===== config.mk =====
export PLATFORM = sky130hd
export DESIGN_NAME = picr_regs
export DESIGN_NICKNAME = d
export VERILOG_FILES = /design/src/picr_pkg.sv /design/src/picr_regs.sv
export VERILOG_INCLUDE_DIRS = /design/src
export SDC_FILE = /design/constraint.sdc
export NUM_CORES = 1
export LEC_CHECK = 0
export BUFFER_PORTS_ARGS = -buffer_cell sky130_fd_sc_hd__buf_2
export CORE_AREA = 5 5 178 128
export CTS_BUF_LIST = sky130_fd_sc_hd__clkbuf_4 sky130_fd_sc_hd__clkbuf_8
export DETAILED_ROUTE_END_ITERATION = 16
export DIE_AREA = 0 0 183 133
export GPL_ROUTABILITY_DRIVEN = 0
export GPL_TIMING_DRIVEN = 0
export PLACE_DENSITY = 0.52
export RECOVER_POWER = 100
export REMOVE_ABC_BUFFERS = 1
export SKIP_CTS_REPAIR_TIMING = 1
export SLEW_MARGIN = 25
export SYNTH_ARGS = -nofsm -noshare
export SYNTH_HDL_FRONTEND = slang
export SYNTH_SLANG_ARGS = --single-unit

===== constraint.sdc =====
create_clock -name CLOCK -period 3.2 [get_ports CLOCK]
set_clock_uncertainty 0.1 [all_clocks]
set_input_delay 0.8 -clock CLOCK [delete_from_list [all_inputs] [get_ports CLOCK]]
set_output_delay 0.8 -clock CLOCK [all_outputs]
set_load 0.005 [all_outputs]

===== src/picr_defines.svh =====
`ifndef PICR_DEFINES_SVH
`define PICR_DEFINES_SVH
// ********************************************************************
// register offsets
// ********************************************************************
`define PICR_OFS_INT_MASK      8'h01
`define PICR_OFS_PIN_CFG       8'h02
`define PICR_OFS_QUEUE_THRESH  8'h06
`define PICR_OFS_REV_ID        8'h08
`define PICR_OFS_TARGET_ADDR   8'h09
`define PICR_OFS_OSC_RATIO     8'h0A
`define PICR_OFS_PIN2_FUNC     8'h0B
`define PICR_OFS_CAL_CTRL      8'h50
// ********************************************************************
// field positions and values
// ********************************************************************
`define PICR_BIT_QUEUE_MASK    8
`define PICR_BIT_PIN2_DRV      9
`define PICR_BIT_PIN2_POL      8
`define PICR_BIT_PIN1_ENA      2
`define PICR_BIT_PIN1_DRV      1
`define PICR_BIT_PIN1_POL      0
`define PICR_BIT_CAL_EN        5
`define PICR_ADDR_KEY          8'hAD
`define PICR_RST_INT_MASK      16'h01FF
`define PICR_RST_TARGET_ADDR   7'h64
`define PICR_FUNC_INTERRUPT    5'h01
`define PICR_FUNC_SLOT_SPAN    5'h02
`define PICR_FUNC_LOW          5'h10
`define PICR_FUNC_HIGH         5'h11
`define PICR_SLOW_PERIODS      2'h2
`endif


===== src/picr_pkg.sv =====
package picr_pkg;
  typedef enum logic [1:0] {
    CAL_IDLE = 2'h0,
    CAL_WAIT = 2'h1,
    CAL_RUN  = 2'h3
  } picr_cal_t;

  typedef struct packed {
    logic [15:0] int_mask;
    logic [15:0] pin_cfg;
    logic [5:0]  queue_thresh;
    logic [6:0]  target_addr;
    logic [11:0] osc_ratio;
    logic [4:0]  pin2_func;
    logic        cal_en;
    picr_cal_t   cal_state;
    logic [1:0]  slow_edges;
    logic [11:0] fast_count;
    logic [2:0]  slow_sync;
    logic [2:0]  fast_sync;
    logic [15:0] rdata;
    logic        pin1_out;
    logic        pin1_oe;
    logic        pin2_out;
    logic        pin2_oe;
    logic        queue_int;
  } picr_state_t;
endpackage : picr_pkg


===== src/picr_regs.sv =====
`timescale 1ns/1ns
`default_nettype none
`include "picr_defines.svh"
module picr_regs #(
  parameter int           QUEUE_W  = 7,
  parameter logic [7:0]   REVISION = 8'h01, // arbitrary value
  parameter logic [7:0]   PART_ID  = 8'h5A  // arbitrary value
) (
  // clock and reset
  input  wire logic               CLOCK,
  input  wire logic               RESET_N,
  // register port
  input  wire logic               REG_WR,
  input  wire logic               REG_RD,
  input  wire logic [7:0]         REG_ADDR,
  input  wire logic [15:0]        REG_WDATA,
  output var  logic [15:0]        REG_RDATA,
  // datapath status
  input  wire logic [QUEUE_W-1:0] QUEUE_WORDS,
  input  wire logic               OTHER_INT,
  input  wire logic               SLOT_SPAN,
  // oscillators, asynchronous
  input  wire logic               SLOW_OSC,
  input  wire logic               FAST_OSC,
  // status outputs
  output var  logic               QUEUE_INT,
  output var  logic [6:0]         TARGET_ADDR,
  // pins
  output var  logic               FIRST_OUTPUT_PIN_O,
  output var  logic               FIRST_OUTPUT_PIN_OE,
  output var  logic               SECOND_OUTPUT_PIN_O,
  output var  logic               SECOND_OUTPUT_PIN_OE
);
  // ********************************************************************
  // state
  // ********************************************************************
  picr_pkg::picr_state_t q, d;
  logic       queue_over;
  logic       int_any;
  logic       act1;
  logic       act2;
  logic       slow_rise;
  logic       fast_rise;
  logic [5:0] wsel;

  // ********************************************************************
  // decoders
  // ********************************************************************
  function automatic logic [1:0] pin_drive(input logic act, input logic pol,
                                           input logic drv, input logic ena);
    logic [1:0] r;
    r = 2'h0;
    r[1] = act ^ pol;
    if (!ena) r[0] = 1'b0;
    else if (drv) r[0] = act;
    else r[0] = 1'b1;
    return r;
  endfunction : pin_drive

  // second pin: codes outside the handled set read as the interrupt function
  function automatic logic pin2_activity(input logic [4:0] code, input logic intr,
                                         input logic span);
    logic a;
    a = intr;
    unique case (code)
      `PICR_FUNC_SLOT_SPAN: a = span;
      `PICR_FUNC_LOW:       a = 1'b0;
      `PICR_FUNC_HIGH:      a = 1'b1;
      default:              a = intr;
    endcase
    return a;
  endfunction : pin2_activity

  // one-hot write select, shared by the field updates and the run abort
  function automatic logic [5:0] write_select(input logic wr, input logic [7:0] addr);
    logic [5:0] s;
    s = 6'h00;
    if (wr) begin
      unique case (addr)
        `PICR_OFS_INT_MASK:     s[0] = 1'b1;
        `PICR_OFS_PIN_CFG:      s[1] = 1'b1;
        `PICR_OFS_QUEUE_THRESH: s[2] = 1'b1;
        `PICR_OFS_TARGET_ADDR:  s[3] = 1'b1;
        `PICR_OFS_PIN2_FUNC:    s[4] = 1'b1;
        `PICR_OFS_CAL_CTRL:     s[5] = 1'b1;
        default: ;
      endcase
    end
    return s;
  endfunction : write_select

  // rising edge between the second and third sync stages
  function automatic logic sync_rise(input logic [2:0] s);
    return s[1] & ~s[2];
  endfunction : sync_rise

  // ********************************************************************
  // next state
  // ********************************************************************
  always_comb begin
    d = q;
    // raw level; the mask only gates what reaches the pins
    queue_over  = 32'(QUEUE_WORDS) > 32'(q.queue_thresh);
    d.queue_int = queue_over;
    int_any     = (queue_over & ~q.int_mask[`PICR_BIT_QUEUE_MASK]) | OTHER_INT;
    slow_rise   = sync_rise(q.slow_sync);
    fast_rise   = sync_rise(q.fast_sync);
    d.slow_sync = {q.slow_sync[1:0], SLOW_OSC};
    d.fast_sync = {q.fast_sync[1:0], FAST_OSC};

    // ******************************************************************
    // register writes
    // ******************************************************************
    wsel = write_select(REG_WR, REG_ADDR);
    if (wsel[0]) d.int_mask = REG_WDATA;
    if (wsel[1]) d.pin_cfg = REG_WDATA;
    if (wsel[2]) d.queue_thresh = REG_WDATA[13:8];
    // key-protected; a wrong key leaves the address alone
    if (wsel[3] && REG_WDATA[15:8] == `PICR_ADDR_KEY) d.target_addr = REG_WDATA[7:1];
    if (wsel[4]) d.pin2_func = REG_WDATA[12:8];
    if (wsel[5]) d.cal_en = REG_WDATA[`PICR_BIT_CAL_EN];

    // ******************************************************************
    // ratio measurement
    // ******************************************************************
    // oscillators sampled in the core clock; fast osc must stay well below clock/2
    unique case (q.cal_state)
      picr_pkg::CAL_IDLE: if (q.cal_en) d.cal_state = picr_pkg::CAL_WAIT;
      picr_pkg::CAL_WAIT: begin
        if (slow_rise) begin
          d.cal_state  = picr_pkg::CAL_RUN;
          d.slow_edges = 2'h0;
          d.fast_count = 12'h000;
        end
      end
      picr_pkg::CAL_RUN: begin
        if (fast_rise) d.fast_count = q.fast_count + 12'h001;
        if (slow_rise) begin
          d.slow_edges = q.slow_edges + 2'h1;
          if (q.slow_edges + 2'h1 == `PICR_SLOW_PERIODS) begin
            d.osc_ratio = q.fast_count + {11'h000, fast_rise};
            d.cal_state = picr_pkg::CAL_IDLE;
          end
        end
      end
      default: d.cal_state = picr_pkg::CAL_IDLE;
    endcase
    // a run cut short keeps the previous result
    if (!q.cal_en && q.cal_state != picr_pkg::CAL_IDLE) d.cal_state = picr_pkg::CAL_IDLE;
    if (wsel[5] && !REG_WDATA[`PICR_BIT_CAL_EN]) d.cal_state = picr_pkg::CAL_IDLE;

    // ******************************************************************
    // read back
    // ******************************************************************
    if (REG_RD) begin
      unique case (REG_ADDR)
        `PICR_OFS_INT_MASK:     d.rdata = q.int_mask;
        `PICR_OFS_PIN_CFG:      d.rdata = q.pin_cfg;
        `PICR_OFS_QUEUE_THRESH: d.rdata = {2'h0, q.queue_thresh, 8'h00};
        `PICR_OFS_REV_ID:       d.rdata = {REVISION, PART_ID};
        `PICR_OFS_TARGET_ADDR:  d.rdata = {8'h00, q.target_addr, 1'b0};
        `PICR_OFS_OSC_RATIO:    d.rdata = {4'h0, q.osc_ratio};
        `PICR_OFS_PIN2_FUNC:    d.rdata = {3'h0, q.pin2_func, 8'h00};
        `PICR_OFS_CAL_CTRL:     d.rdata = {10'h000, q.cal_en, 5'h00};
        default:                d.rdata = 16'h0000;
      endcase
    end

    // ******************************************************************
    // pin outputs
    // ******************************************************************
    act1 = int_any;
    {d.pin1_out, d.pin1_oe} = pin_drive(act1, q.pin_cfg[`PICR_BIT_PIN1_POL],
                                        q.pin_cfg[`PICR_BIT_PIN1_DRV],
                                        q.pin_cfg[`PICR_BIT_PIN1_ENA]);
    act2 = pin2_activity(q.pin2_func, int_any, SLOT_SPAN);
    {d.pin2_out, d.pin2_oe} = pin_drive(act2, q.pin_cfg[`PICR_BIT_PIN2_POL],
                                        q.pin_cfg[`PICR_BIT_PIN2_DRV], 1'b1);
    // a floating pin shows 0, never a stale level
    d.pin1_out = d.pin1_out & d.pin1_oe;
    d.pin2_out = d.pin2_out & d.pin2_oe;
  end

  // ********************************************************************
  // registers
  // ********************************************************************
  always_ff @(posedge CLOCK or negedge RESET_N) begin
    if (!RESET_N) begin
      q              <= '0;
      q.int_mask     <= `PICR_RST_INT_MASK;
      q.target_addr  <= `PICR_RST_TARGET_ADDR;
      q.cal_state    <= picr_pkg::CAL_IDLE;
    end else begin
      q <= d;
    end
  end

  // ********************************************************************
  // outputs
  // ********************************************************************
  assign REG_RDATA            = q.rdata;
  assign QUEUE_INT            = q.queue_int;
  assign TARGET_ADDR          = q.target_addr;
  assign FIRST_OUTPUT_PIN_O   = q.pin1_out;
  assign FIRST_OUTPUT_PIN_OE  = q.pin1_oe;
  assign SECOND_OUTPUT_PIN_O  = q.pin2_out;
  assign SECOND_OUTPUT_PIN_OE = q.pin2_oe;
endmodule : picr_regs
`default_nettype wire


# After elaboration in Yosys (flattened, before gate mapping)
# Cells that the tools add are included.
# word_totals
out_inout_bits	28
ff_bits	106
# op_classes
order_cmp	1
n_addsub	3
n_bitwise	11
mux	21
n_reduce_logical	12
eq_ne	22
# ops
op	count
one-hot mux 16 bit (8 select lines)	1
equality test 8 x 4 -> 1 bit (second input constant)	4
one-hot mux 14 bit (2 select lines)	1
two-way mux 16 bit	1
inequality test 4 bit (second input constant)	4
adder 12 x 1 -> 12 bit	1
adder 12 x 1 -> 12 bit (second input constant)	1
two-way mux 12 bit	1
equality test 5 bit (second input constant)	2
two-way mux 1 bit	9
AND reduction 3 bit	3
equality test 8 x 1 -> 1 bit (second input constant)	1
equality test 8 x 2 -> 1 bit (second input constant)	1
equality test 8 x 3 -> 1 bit (second input constant)	1
equality test 8 x 7 -> 1 bit (second input constant)	1
equality test 8 bit (second input constant)	1
two-way mux 2 bit	4
> comparator 7 x 6 -> 1 bit	1
two-way mux 6 bit	1
inequality test 2 bit (second input constant)	3
one-hot mux 2 bit (3 select lines)	1
bitwise AND 1 bit	5
equality test 5 x 2 -> 1 bit (second input constant)	1
equality test 2 bit (second input constant)	2
12 further kinds	19

# Logic depth before layout (Yosys ltp)
# Gate-level depths: netlist of run 1.
# depth
ltp_word	7
ltp_mapped	8

# Least setup slack after synthesis of run 1
# No wires, ideal clock.
# synth_timing
kind	in2reg
start	input port REG_ADDR[5]
end	register q[100] (netlist name)
setup_ps	127
t_required_ps	2973
setup_slack_ps	451
arrival_ps	2521
cell_stages	6
path_cell_list	or4_1 > buf_4 > nor4b_4 > nand2_2 > buf_6 > mux2_1
# synth_via
elab_chain_len	3
# synth_rtl
element	line	rtl
from (decl)	picr_regs.sv:15	input wire logic [7:0] REG_ADDR,
equality test 8 x 1 -> 1 bit	picr_regs.sv:79	unique case (addr)
two-way mux 1 bit	picr_regs.sv:79	
two-way mux 6 bit	picr_regs.sv:78	if (wr) begin
to (decl)	picr_regs.sv:37	picr_pkg::picr_state_t q, d;
# No other way between the ends.
# A chain may end at the register's enable or synchronous reset.

# Worst setup path after layout of run 1
# layout_timing
start	input port REG_ADDR[5]
end	register q[88] (netlist name)
# layout_via
elab_chain_len	3
# layout_rtl
element	line
equality test 8 x 2 -> 1 bit	picr_regs.sv:79
two-way mux 1 bit	picr_regs.sv:79
two-way mux 6 bit	picr_regs.sv:78
# No other way between the ends.

==> results.py, run 1 <==
metrics = {
    "outcome": {
        "status": "finished with violations",
        "violations": "max-capacitance violations, max-slew violations",
    },
    "clock_tree": {
        "cts_tree": "built",
        "htree_levels": 3,
        "insertion_delay_ps": 380,
        "cts_buffers": 9,
        "clock_path_buffers": 2,
        "clk_pin_slew_ps": 100,
        "clock_sinks": 106,
        "clock-root-buffer": "clkbuf_8",
    },
    "logic_synthesis": {
        "yosys_most_used_dff": "dfrtp_1",
        "yosysSeqAreaShare_pct": 51.94,
        "synth-edff-count": 0,
        "async_flop_share_pct": 100.0,
        "synth_area_mm2": 0.005136,
        "postSynthCellCount": 461,
        "ys_types": 51,
        "ys_seq_elements": 106,
        "ys_warn_count": 0,
        "syn_area_per_cell_um2": 11.14,
    },
    "finish": {
        "fillers": 2223,
        "final_util_pct": 27.75,
        "layout-drive-gt1-share_pct": 25.83,
        "antenna-diode-count": 0,
        "nets": 555,
        "syn2layout_area_growth_pct": 14.08,
    },
    "floorplanning": {
        "fp.dieH_um": 133,
        "num_rows": 45,
        "die_area_mm2": 0.02434,
        "die_w_um": 183,
        "initial_core_util_pct": 24.33,
        "core-area_mm2": 0.02111,
        "ios": 67,
    },
    "global_routing": {
        "grt_antenna_before_repair": 0,
        "grt_pass1_wl_um": 21000,
        "overflow": 0,
        "grt_pass1_vias": 3850,
        "grt.total_usage_pct": 10.95,
        "grt_max_degree": 63,
    },
    "pwr": {
        "p_per_area_mw_per_mm2": 427.7,
        "vdd_drop_max_mv": 0.1701,
        "leakagePower_uw": 0.002551,
    },
    "setup_path": {
        "crit_path_start_kind": "input pin",
        "cp_cell_sequence": "buf_2 -> or4_1 -> nor4_4 -> buf_4 -> nand2_2 -> mux2_2",
        "critical-path-max-stage-delay_ps": 800,
        "required_ps": 3370,
        "worst-path-buf-inv": 2,
        "rr_endpoint": "q[50]",
        "crit_family": "simple AND/OR/NAND/NOR gates",
        "cp_data_arrival_time_ps": 3280,
        "worstSetupPathType": "in -> reg",
        "slowest_stage": "or4_1",
        "cp_max_fo": 16,
        "r2r_cells": 4,
        "r2r_setup_slack_ps": 560,
        "rr_startpoint": "d[26]",
        "end_kind": "flop",
    },
    "detailed_routing": {
        "via_per_inst": 4.596,
        "num_vias": 3645,
        "drtPass1Iterations": 5,
        "drt-total-wl_um": 13230,
        "remaining_drc_errors": 0,
        "drtAntennaViolNets": 0,
        "wl_per_cell_um": 16.68,
        "initialDrtViolationCount": 184,
    },
    "sta": {
        "setup_violations": 0,
        "tns_ps": 0,
        "worstMarginPinSlew_ps": 1496,
        "max_freq_mhz": 321.4,
        "fin_crit_ps": 3111,
        "timing.slew.headroom_pct": -0.1059,
        "finalHoldViolations": 0,
        "slew_violations": 1,
        "finalCritPeriodShare_pct": 97.22,
        "rsz0062_at_grt": "yes",
    },
    "worst_hold_path": {
        "hp-class": "reg -> reg",
        "hold_path_depth": 0,
        "min_from": "d[25]",
        "worstHoldEndpoint": "d[26]",
    },
    "placed_design": {
        "numPortBuffers": 66,
        "place_hpwl_um": 9812,
    },
    "run": {
        "max_cap_viol_count": 1,
    },
}
## routing by layer
metal	wire length (um)	vias to the layer above	GRT usage, %
met4	181	0	3.184
met3	597	11	2.446
met1	6564	1834	15.42
met2	5885	85	16.89
li1	-	1715	-
met5	0	-	0
## sequential cells by signal, indices dropped and copies added (netlist names)
name / count
q: 74
REG_RDATA: 16
TARGET_ADDR: 7
d: 4
FIRST_OUTPUT_PIN_O: 1
FIRST_OUTPUT_PIN_OE: 1
QUEUE_INT: 1
SECOND_OUTPUT_PIN_O: 1
SECOND_OUTPUT_PIN_OE: 1
## power breakdown
part	switching, uW	leakage, uW	internal [uW]
registers	23.3	0.00140	1380
logic	97.2	0.00103	60.7
clock network	487	0.000112	460
total	607	0.00255	1900
## synth_stat cells, drive strengths merged, types with 2 or more instances
cell type | count | area [um^2]
a222oi | 4 | 40.04
and2 | 3 | 18.77
nor2b | 2 | 12.51
dfstp | 12 | 315.3
ha | 10 | 125.1
nand4 | 6 | 37.54
nor4 | 2 | 33.78
a21o | 4 | 30.03
nand3 | 8 | 40.04
a21boi | 3 | 22.52
o22ai | 12 | 75.07
a22oi | 15 | 112.6
a22o | 4 | 35.03
nor3 | 8 | 40.04
xor2 | 9 | 78.83
or3 | 5 | 31.28
dfrtp | 94 | 2352
xnor2 | 6 | 52.55
nor2 | 30 | 112.6
nand2b | 9 | 56.30
nand4b | 2 | 17.52
and3 | 3 | 18.77
clkbuf | 8 | 30.03
inv | 29 | 108.9
mux2i | 2 | 20.02
buf | 30 | 214.0
a21oi | 22 | 110.1
a221oi | 4 | 35.03
o21ai | 19 | 95.09
nand2 | 27 | 108.9
nand3b | 3 | 22.52
nor4bb | 2 | 20.02
mux2 | 53 | 596.8
## how the worst max path moves through the flow
stage                      from            to  cells after the start
global placement    REG_ADDR[5]  REG_RDATA[0]                      6
global route        REG_ADDR[5]         q[82]                      6
finish              REG_ADDR[5]         q[88]                      6
floorplan           REG_ADDR[5]        q[100]                      4
CTS                 REG_ADDR[5]        q[104]                      6
detailed placement  REG_ADDR[5]        q[104]                      6
## kinds of logic (layout without fill, tap and decap cells)
| family | count (synthesis) | count (layout) | share of synthesized area [%] |
|---|---|---|---|
| flip-flops | 106 | 106 | 51.94 |
| buffers and inverters | 67 | 117 | 6.870 |
| multiplexers | 55 | 55 | 12.01 |
| AND/OR/NAND/NOR | 114 | 114 | 12.08 |
| AO/OA/AOI/OAI | 94 | 94 | 12.11 |
| adder cells (fa/ha/maj) | 10 | 10 | 2.436 |
| XOR/XNOR | 15 | 15 | 2.558 |
## final cells by class
class                           instances  area [um^2]  share of cell area [%]
Clock inverter                          6        96.34                   1.644
Clock buffer                           10        131.4                   2.242
Multi-Input combinational cell        288         2141                   36.54
Tap cell                              282        352.8                   6.022
Timing Repair Buffer                   72        361.6                   6.171
Inverter                               29        108.9                   1.858
Sequential cell                       106         2668                   45.53
## stage by stage
step / setup slack (ps) / instances / hold slack (ps) / instance area [um^2] / power [uW]
finish: 88.85 / 793 / 267.8 / 5859 / 2506
detailed placement: -411.9 / 776 / 242.6 / 5665 / 1594
global placement: -863.9 / 771 / 251.9 / 5575 / 1578
CTS: -4.593 / 792 / 242.1 / 5893 / 2554
global route: -9.175 / 793 / 287.6 / 5859 / 2619
floorplan: 101.0 / 423 / 231.2 / 4892 / 1485
## cell usage in the layout (no fill, tap or decap), types with 3 or more instances in the layout
cell type	netlist	final
o21ai_0	19	19
nand2_1	24	24
dfstp_1	0	3
buf_4	24	3
a22oi_1	15	15
nand3b_1	3	3
mux2_1	10	10
dfrtp_1	94	94
xor2_1	9	9
nand2b_1	9	9
a21boi_0	3	3
a221oi_1	4	4
buf_2	3	48
mux2_2	43	43
xnor2_1	6	6
ha_1	10	10
nor2_1	30	30
dfstp_2	12	9
clkbuf_1	8	17
nor3_1	8	7
o22ai_1	12	12
nand3_1	8	8
and3_1	3	3
or3_1	5	5
a22o_1	4	4
a21oi_1	22	22
nand2_2	3	3
a21o_1	4	4
clkbuf_8	0	9
nand4_1	6	6
inv_1	29	29
a222oi_1	4	4
(Power assumes the default switching activity.)
==> run 2: changes to the inputs <==
- clock period: 3.2 -> 3.7 ns (I/O delays scaled with it)
==> results.py, run 2 (synthesis gave the netlist of run 1 again) <==
metrics = {
    "global_routing": {
        "grtUsageMet3_pct": 2.446,
        "use_met1_pct": 15.42,
        "overflow": 0,
        "grt_max_degree": 63,
        "grt.total_usage_pct": 10.95,
        "grt_pass1_wl_um": 21000,
        "grt_antenna_before_repair": 0,
        "global_route.usage.met2_pct": 16.89,
        "grt.busiest_layer": "met2",
        "grt_pass1_vias": 3850,
    },
    "setup_path": {
        "r2r_cells": 4,
        "cp_cell_sequence": "buf_2 -> or4_1 -> nor4_2 -> nand2_1 -> mux2_2",
        "r2r_setup_slack_ps": 1060,
        "endpoint": "TARGET_ADDR[4]",
        "cp_max_fo": 10,
        "worstSetupPathType": "in -> reg",
        "rr_startpoint": "d[26]",
        "end_kind": "flop",
        "rr_endpoint": "q[50]",
        "critical-path-max-stage-delay_ps": 870,
        "crit_path_start_kind": "input pin",
        "required_ps": 3870,
        "slowest_stage": "nor4_2",
        "cp_data_arrival_time_ps": 3560,
        "crit_start": "REG_ADDR[4]",
    },
    "finish": {
        "nets": 554,
        "antenna-diode-count": 0,
        "final_cells": 792,
        "final_util_pct": 27.60,
        "fillers": 2228,
        "layout-drive-gt1-share_pct": 24.51,
        "largest_reg_flops": 74,
        "largest-register": "q",
        "final_common_cell": "dfrtp_1",
        "layout_common_cells": "dfrtp_1 (94), buf_2 (47), mux2_2 (43), nor2_1 (30), inv_1 (29)",
        "syn2layout_area_growth_pct": 13.47,
    },
    "clock_tree": {
        "cts_tree": "built",
        "clock_sinks": 106,
        "insertion_delay_ps": 390,
        "cts_buffers": 9,
        "clock-root-buffer": "clkbuf_8",
        "htree_levels": 3,
        "clock_path_buffers": 2,
        "clk_pin_slew_ps": 100,
    },
    "detailed_routing": {
        "via_per_inst": 4.622,
        "drtPass1Iterations": 4,
        "drtAntennaViolNets": 0,
        "initialDrtViolationCount": 202,
        "wl_per_cell_um": 16.64,
        "drt-total-wl_um": 13180,
        "remaining_drc_errors": 0,
        "num_vias": 3661,
    },
    "pwr": {
        "pwr-share-comb_pct": 6.3,
        "p_seq_share_pct": 55.8,
        "vdd_drop_max_mv": 0.1479,
        "leakagePower_uw": 0.002528,
        "p_per_area_mw_per_mm2": 372.5,
        "switching_share_pct": 24.25,
        "switching_power_uw": 526.5,
        "power.internal_uw": 1644,
        "pwr-share-clk_pct": 37.8,
    },
    "outcome": {
        "violations": "max-capacitance violations, max-slew violations",
        "status": "finished with violations",
    },
    "floorplanning": {
        "initial_core_util_pct": 24.33,
        "ios": 67,
        "core-area_mm2": 0.02111,
        "die_area_mm2": 0.02434,
        "num_rows": 45,
        "fp.dieH_um": 133,
        "die_w_um": 183,
    },
    "placed_design": {
        "place_hpwl_um": 9812,
        "numPlacedInstances": 776,
        "numPortBuffers": 66,
    },
    "sta": {
        "worstMarginPinSlew_ps": 2287,
        "setup_violations": 0,
        "rsz0062_at_grt": "no",
        "finalCritPeriodShare_pct": 91.74,
        "max_freq_mhz": 294.6,
        "tns_ps": 0,
        "finalHoldViolations": 0,
        "fin_crit_ps": 3394,
        "timing.slew.headroom_pct": -52.44,
        "slew_violations": 46,
    },
    "worst_hold_path": {
        "hold_path_depth": 0,
        "hp-class": "reg -> reg",
        "min_from": "d[25]",
    },
    "run": {
        "max_cap_viol_count": 2,
    },
}
-- run 2: cell count changes in the layout (fill, tap and decap cells not counted), moves of 2 or more --
cell / change
buf_4: -2
clkbuf_1: +2
nor4_2: +2
nor4_4: -2
-- run 2: how the worst min path moves through the flow --
stage / slack (ps) / end
floorplan: 230 / d[23]
global placement: 250 / d[23]
detailed placement: 240 / d[26]
CTS: 270 / d[26]
global route: 290 / d[26]
finish: 270 / d[26]
-- run 2: layout make-up --
cell class	instances	area [um^2]	area share (%)
Clock buffer	10	131.4	2.254
Tap cell	282	352.8	6.054
Timing Repair Buffer	71	374.1	6.419
Sequential cell	106	2668	45.77
Clock inverter	6	96.34	1.653
Multi-Input combinational cell	288	2097	35.98
Inverter	29	108.9	1.868
-- run 2: layer usage --
metal,wire [um],part of all wire [%]
met1,6514,49
met2,5873,45
met3,600,4.6
met4,186,1.4
met5,0,0
-- run 2: power groups by stage --
stage	Combinational (uW)	Clock, uW	Sequential (uW)
6_report	137	821	1210
5_1_grt	156	894	1220
4_1_cts	144	852	1210
3_5_place_dp	144	0	1230
3_3_place_gp	132	0	1230
2_1_floorplan	55.6	0	1230
-- run 2: critical path, delay by kind of cell --
kind                   cells  cell delay, ps
buffers and inverters      1             100
multiplexers               1             410
AND/OR/NAND/NOR            3            2120
-- run 2: per-stage QoR --
step | setup WS (ps) | hold WS, ps | cell area (um^2) | power, uW
2_1_floorplan | 476.0 | 231.2 | 4892 | 1284
3_3_place_gp | -488.9 | 251.9 | 5575 | 1365
3_5_place_dp | -36.91 | 242.6 | 5665 | 1378
4_1_cts | 370.4 | 274.6 | 5893 | 2209
5_1_grt | 190.7 | 287.6 | 5828 | 2266
6_report | 305.6 | 268.0 | 5828 | 2171
==> run 3: changes to the inputs <==
- CTS_CLUSTER_DIAMETER: default -> 30
- PLACE_DENSITY: 0.52 -> default
- PLACE_DENSITY_LB_ADDON: default -> 0.2
==> results.py, run 3 (synthesis gave the netlist of run 1 again) <==
metrics = {
    "setup_path": {
        "required_ps": 3910,
        "worst-path-buf-inv": 4,
        "cp_max_fo": 10,
        "cp_common_cell": "buf_6",
        "worstSetupPathType": "in -> reg",
        "slowest_stage": "or4_1",
        "crit_path_start_kind": "input pin",
        "cp_cell_sequence": "buf_2 -> or4_1 -> nor4b_4 -> buf_8 -> o41ai_2 -> buf_6 -> buf_6 -> a21o_1 -> o21ai_0",
        "end_kind": "flop",
        "critical-path-max-stage-delay_ps": 800,
        "cp_data_arrival_time_ps": 3610,
        "crit_family": "simple AND/OR/NAND/NOR gates",
    },
    "finish": {
        "largest_reg_flops": 74,
        "register_area_mm2": 0.002668,
        "design_area_mm2": 0.005811,
        "layout_common_cells": "dfrtp_1 (94), buf_2 (46), mux2_2 (43), nor2_1 (30), inv_1 (29)",
        "final_common_cell": "dfrtp_1",
        "nets": 554,
        "final_util_pct": 27.52,
        "layout-drive-gt1-share_pct": 25.10,
        "largest-register": "q",
        "antenna-diode-count": 0,
        "multiInputGateArea_mm2": 0.002127,
        "fillers": 2248,
        "syn2layout_area_growth_pct": 13.13,
    },
    "clock_tree": {
        "htree_levels": 3,
        "clk_pin_slew_ps": 100,
        "cts_buffers": 9,
        "insertion_delay_ps": 390,
        "clock_sinks": 106,
        "clock-root-buffer": "clkbuf_8",
        "cts_tree": "built",
        "clock_path_buffers": 2,
    },
    "global_routing": {
        "overflow": 0,
        "grt_pass1_vias": 3840,
        "grt_pass1_wl_um": 22070,
        "grt_max_degree": 61,
        "grt_antenna_before_repair": 0,
        "grt.total_usage_pct": 11.61,
    },
    "floorplanning": {
        "die_w_um": 183,
        "core-area_mm2": 0.02111,
        "fp.dieH_um": 133,
        "num_rows": 45,
        "initial_core_util_pct": 24.33,
        "die_area_mm2": 0.02434,
        "ios": 67,
    },
    "pwr": {
        "leakagePower_uw": 0.002523,
        "p_per_area_mw_per_mm2": 356.4,
        "pwr-share-comb_pct": 6.6,
        "vdd_drop_max_mv": 0.1566,
        "switching_share_pct": 24.97,
        "pwr-share-clk_pct": 34.9,
        "switching_power_uw": 517.0,
        "p_seq_share_pct": 58.5,
        "power.internal_uw": 1554,
    },
    "sta": {
        "worst_slack_ps": 300.6,
        "fin_crit_ps": 3399,
        "max_freq_mhz": 294.2,
        "tns_ps": 0,
        "worstMarginPinSlew_ps": 1562,
        "finalCritPeriodShare_pct": 91.88,
        "slew_violations": 61,
        "rsz0062_at_grt": "no",
        "timing.slew.headroom_pct": -4.121,
        "finalHoldViolations": 0,
        "setup_violations": 0,
    },
    "run": {
        "max_cap_viol_count": 1,
    },
    "outcome": {
        "violations": "max-capacitance violations, max-slew violations",
        "status": "finished with violations",
    },
    "detailed_routing": {
        "drtPass1Iterations": 4,
        "wl_per_cell_um": 17.53,
        "initialDrtViolationCount": 244,
        "drtAntennaViolNets": 0,
        "drt-total-wl_um": 13880,
        "num_vias": 3593,
        "remaining_drc_errors": 0,
        "via_per_inst": 4.537,
    },
    "worst_hold_path": {
        "hp-class": "reg -> reg",
    },
    "placed_design": {
        "place_hpwl_um": 10220,
        "place_ws_ps": -204.8,
        "numPortBuffers": 66,
        "placed_area_mm2": 0.005685,
    },
}
run 3: cell types whose count changed in the layout (fill, tap and decap cells not counted), sizes merged:
cell	delta
buf	-1
bufinv	-2
inv	-1
clkbuf	+5
clkdlybuf4s25	-1
run 3: final timing paths:
| path | cells past startpoint | endpoint | from | slack, ps |
|---|---|---|---|---|
| setup / recovery | 9 | REG_RDATA[0] | REG_ADDR[5] | 300 |
| hold / removal | 0 | d[23] | d[22] | 260 |
| setup reg to reg | 4 | q[49] | q[26] | 1020 |
| hold reg to reg | 0 | d[23] | d[22] | 260 |
| max in group asynchronous | 2 | q[99] | RESET_N | 760 |
| min in group asynchronous | 1 | REG_RDATA[4] | RESET_N | 810 |
run 3: metal layers:
| layer | global-route usage (%) | wire length [um] | vias up |
|---|---|---|---|
| met3 | 2.803 | 728 | 4 |
| met1 | 17.45 | 7066 | 1795 |
| met4 | 2.523 | 65 | 0 |
| li1 | - | - | 1706 |
| met5 | 0 | 0 | - |
| met2 | 16.83 | 6021 | 88 |
run 3: cell type report:
cell class | count | area share, %
timing repair buffer | 71 | 6.202
multi-input combinational | 288 | 36.61
clock inverter | 3 | 0.3661
clock buffer | 13 | 2.972
sequential | 106 | 45.91
inverter | 29 | 1.873
tap | 282 | 6.072
run 3: worst register-to-register path, stage by stage, from the launching register on:
cell	delay (ps)
dfrtp_1	390
nor2b_1	290
nand2_1	220
nor2_1	1140
mux2_2	440
run 3: stage by stage:
step | total power [uW] | hold slack (ps) | std cells
2_1_floorplan | 1284 | 231.2 | 423
3_3_place_gp | 1368 | 241.7 | 771
3_5_place_dp | 1381 | 244.1 | 776
4_1_cts | 2112 | 266.2 | 792
5_1_grt | 2173 | 268.4 | 792
6_report | 2071 | 262.8 | 792
run 3: power groups by stage:
stage | Combinational [uW] | Sequential (uW) | Clock (uW)
detailed placement | 147 | 1230 | 0
floorplan | 55.6 | 1230 | 0
global route | 156 | 1220 | 800
CTS | 147 | 1210 | 753
finish | 137 | 1210 | 722
global placement | 135 | 1230 | 0
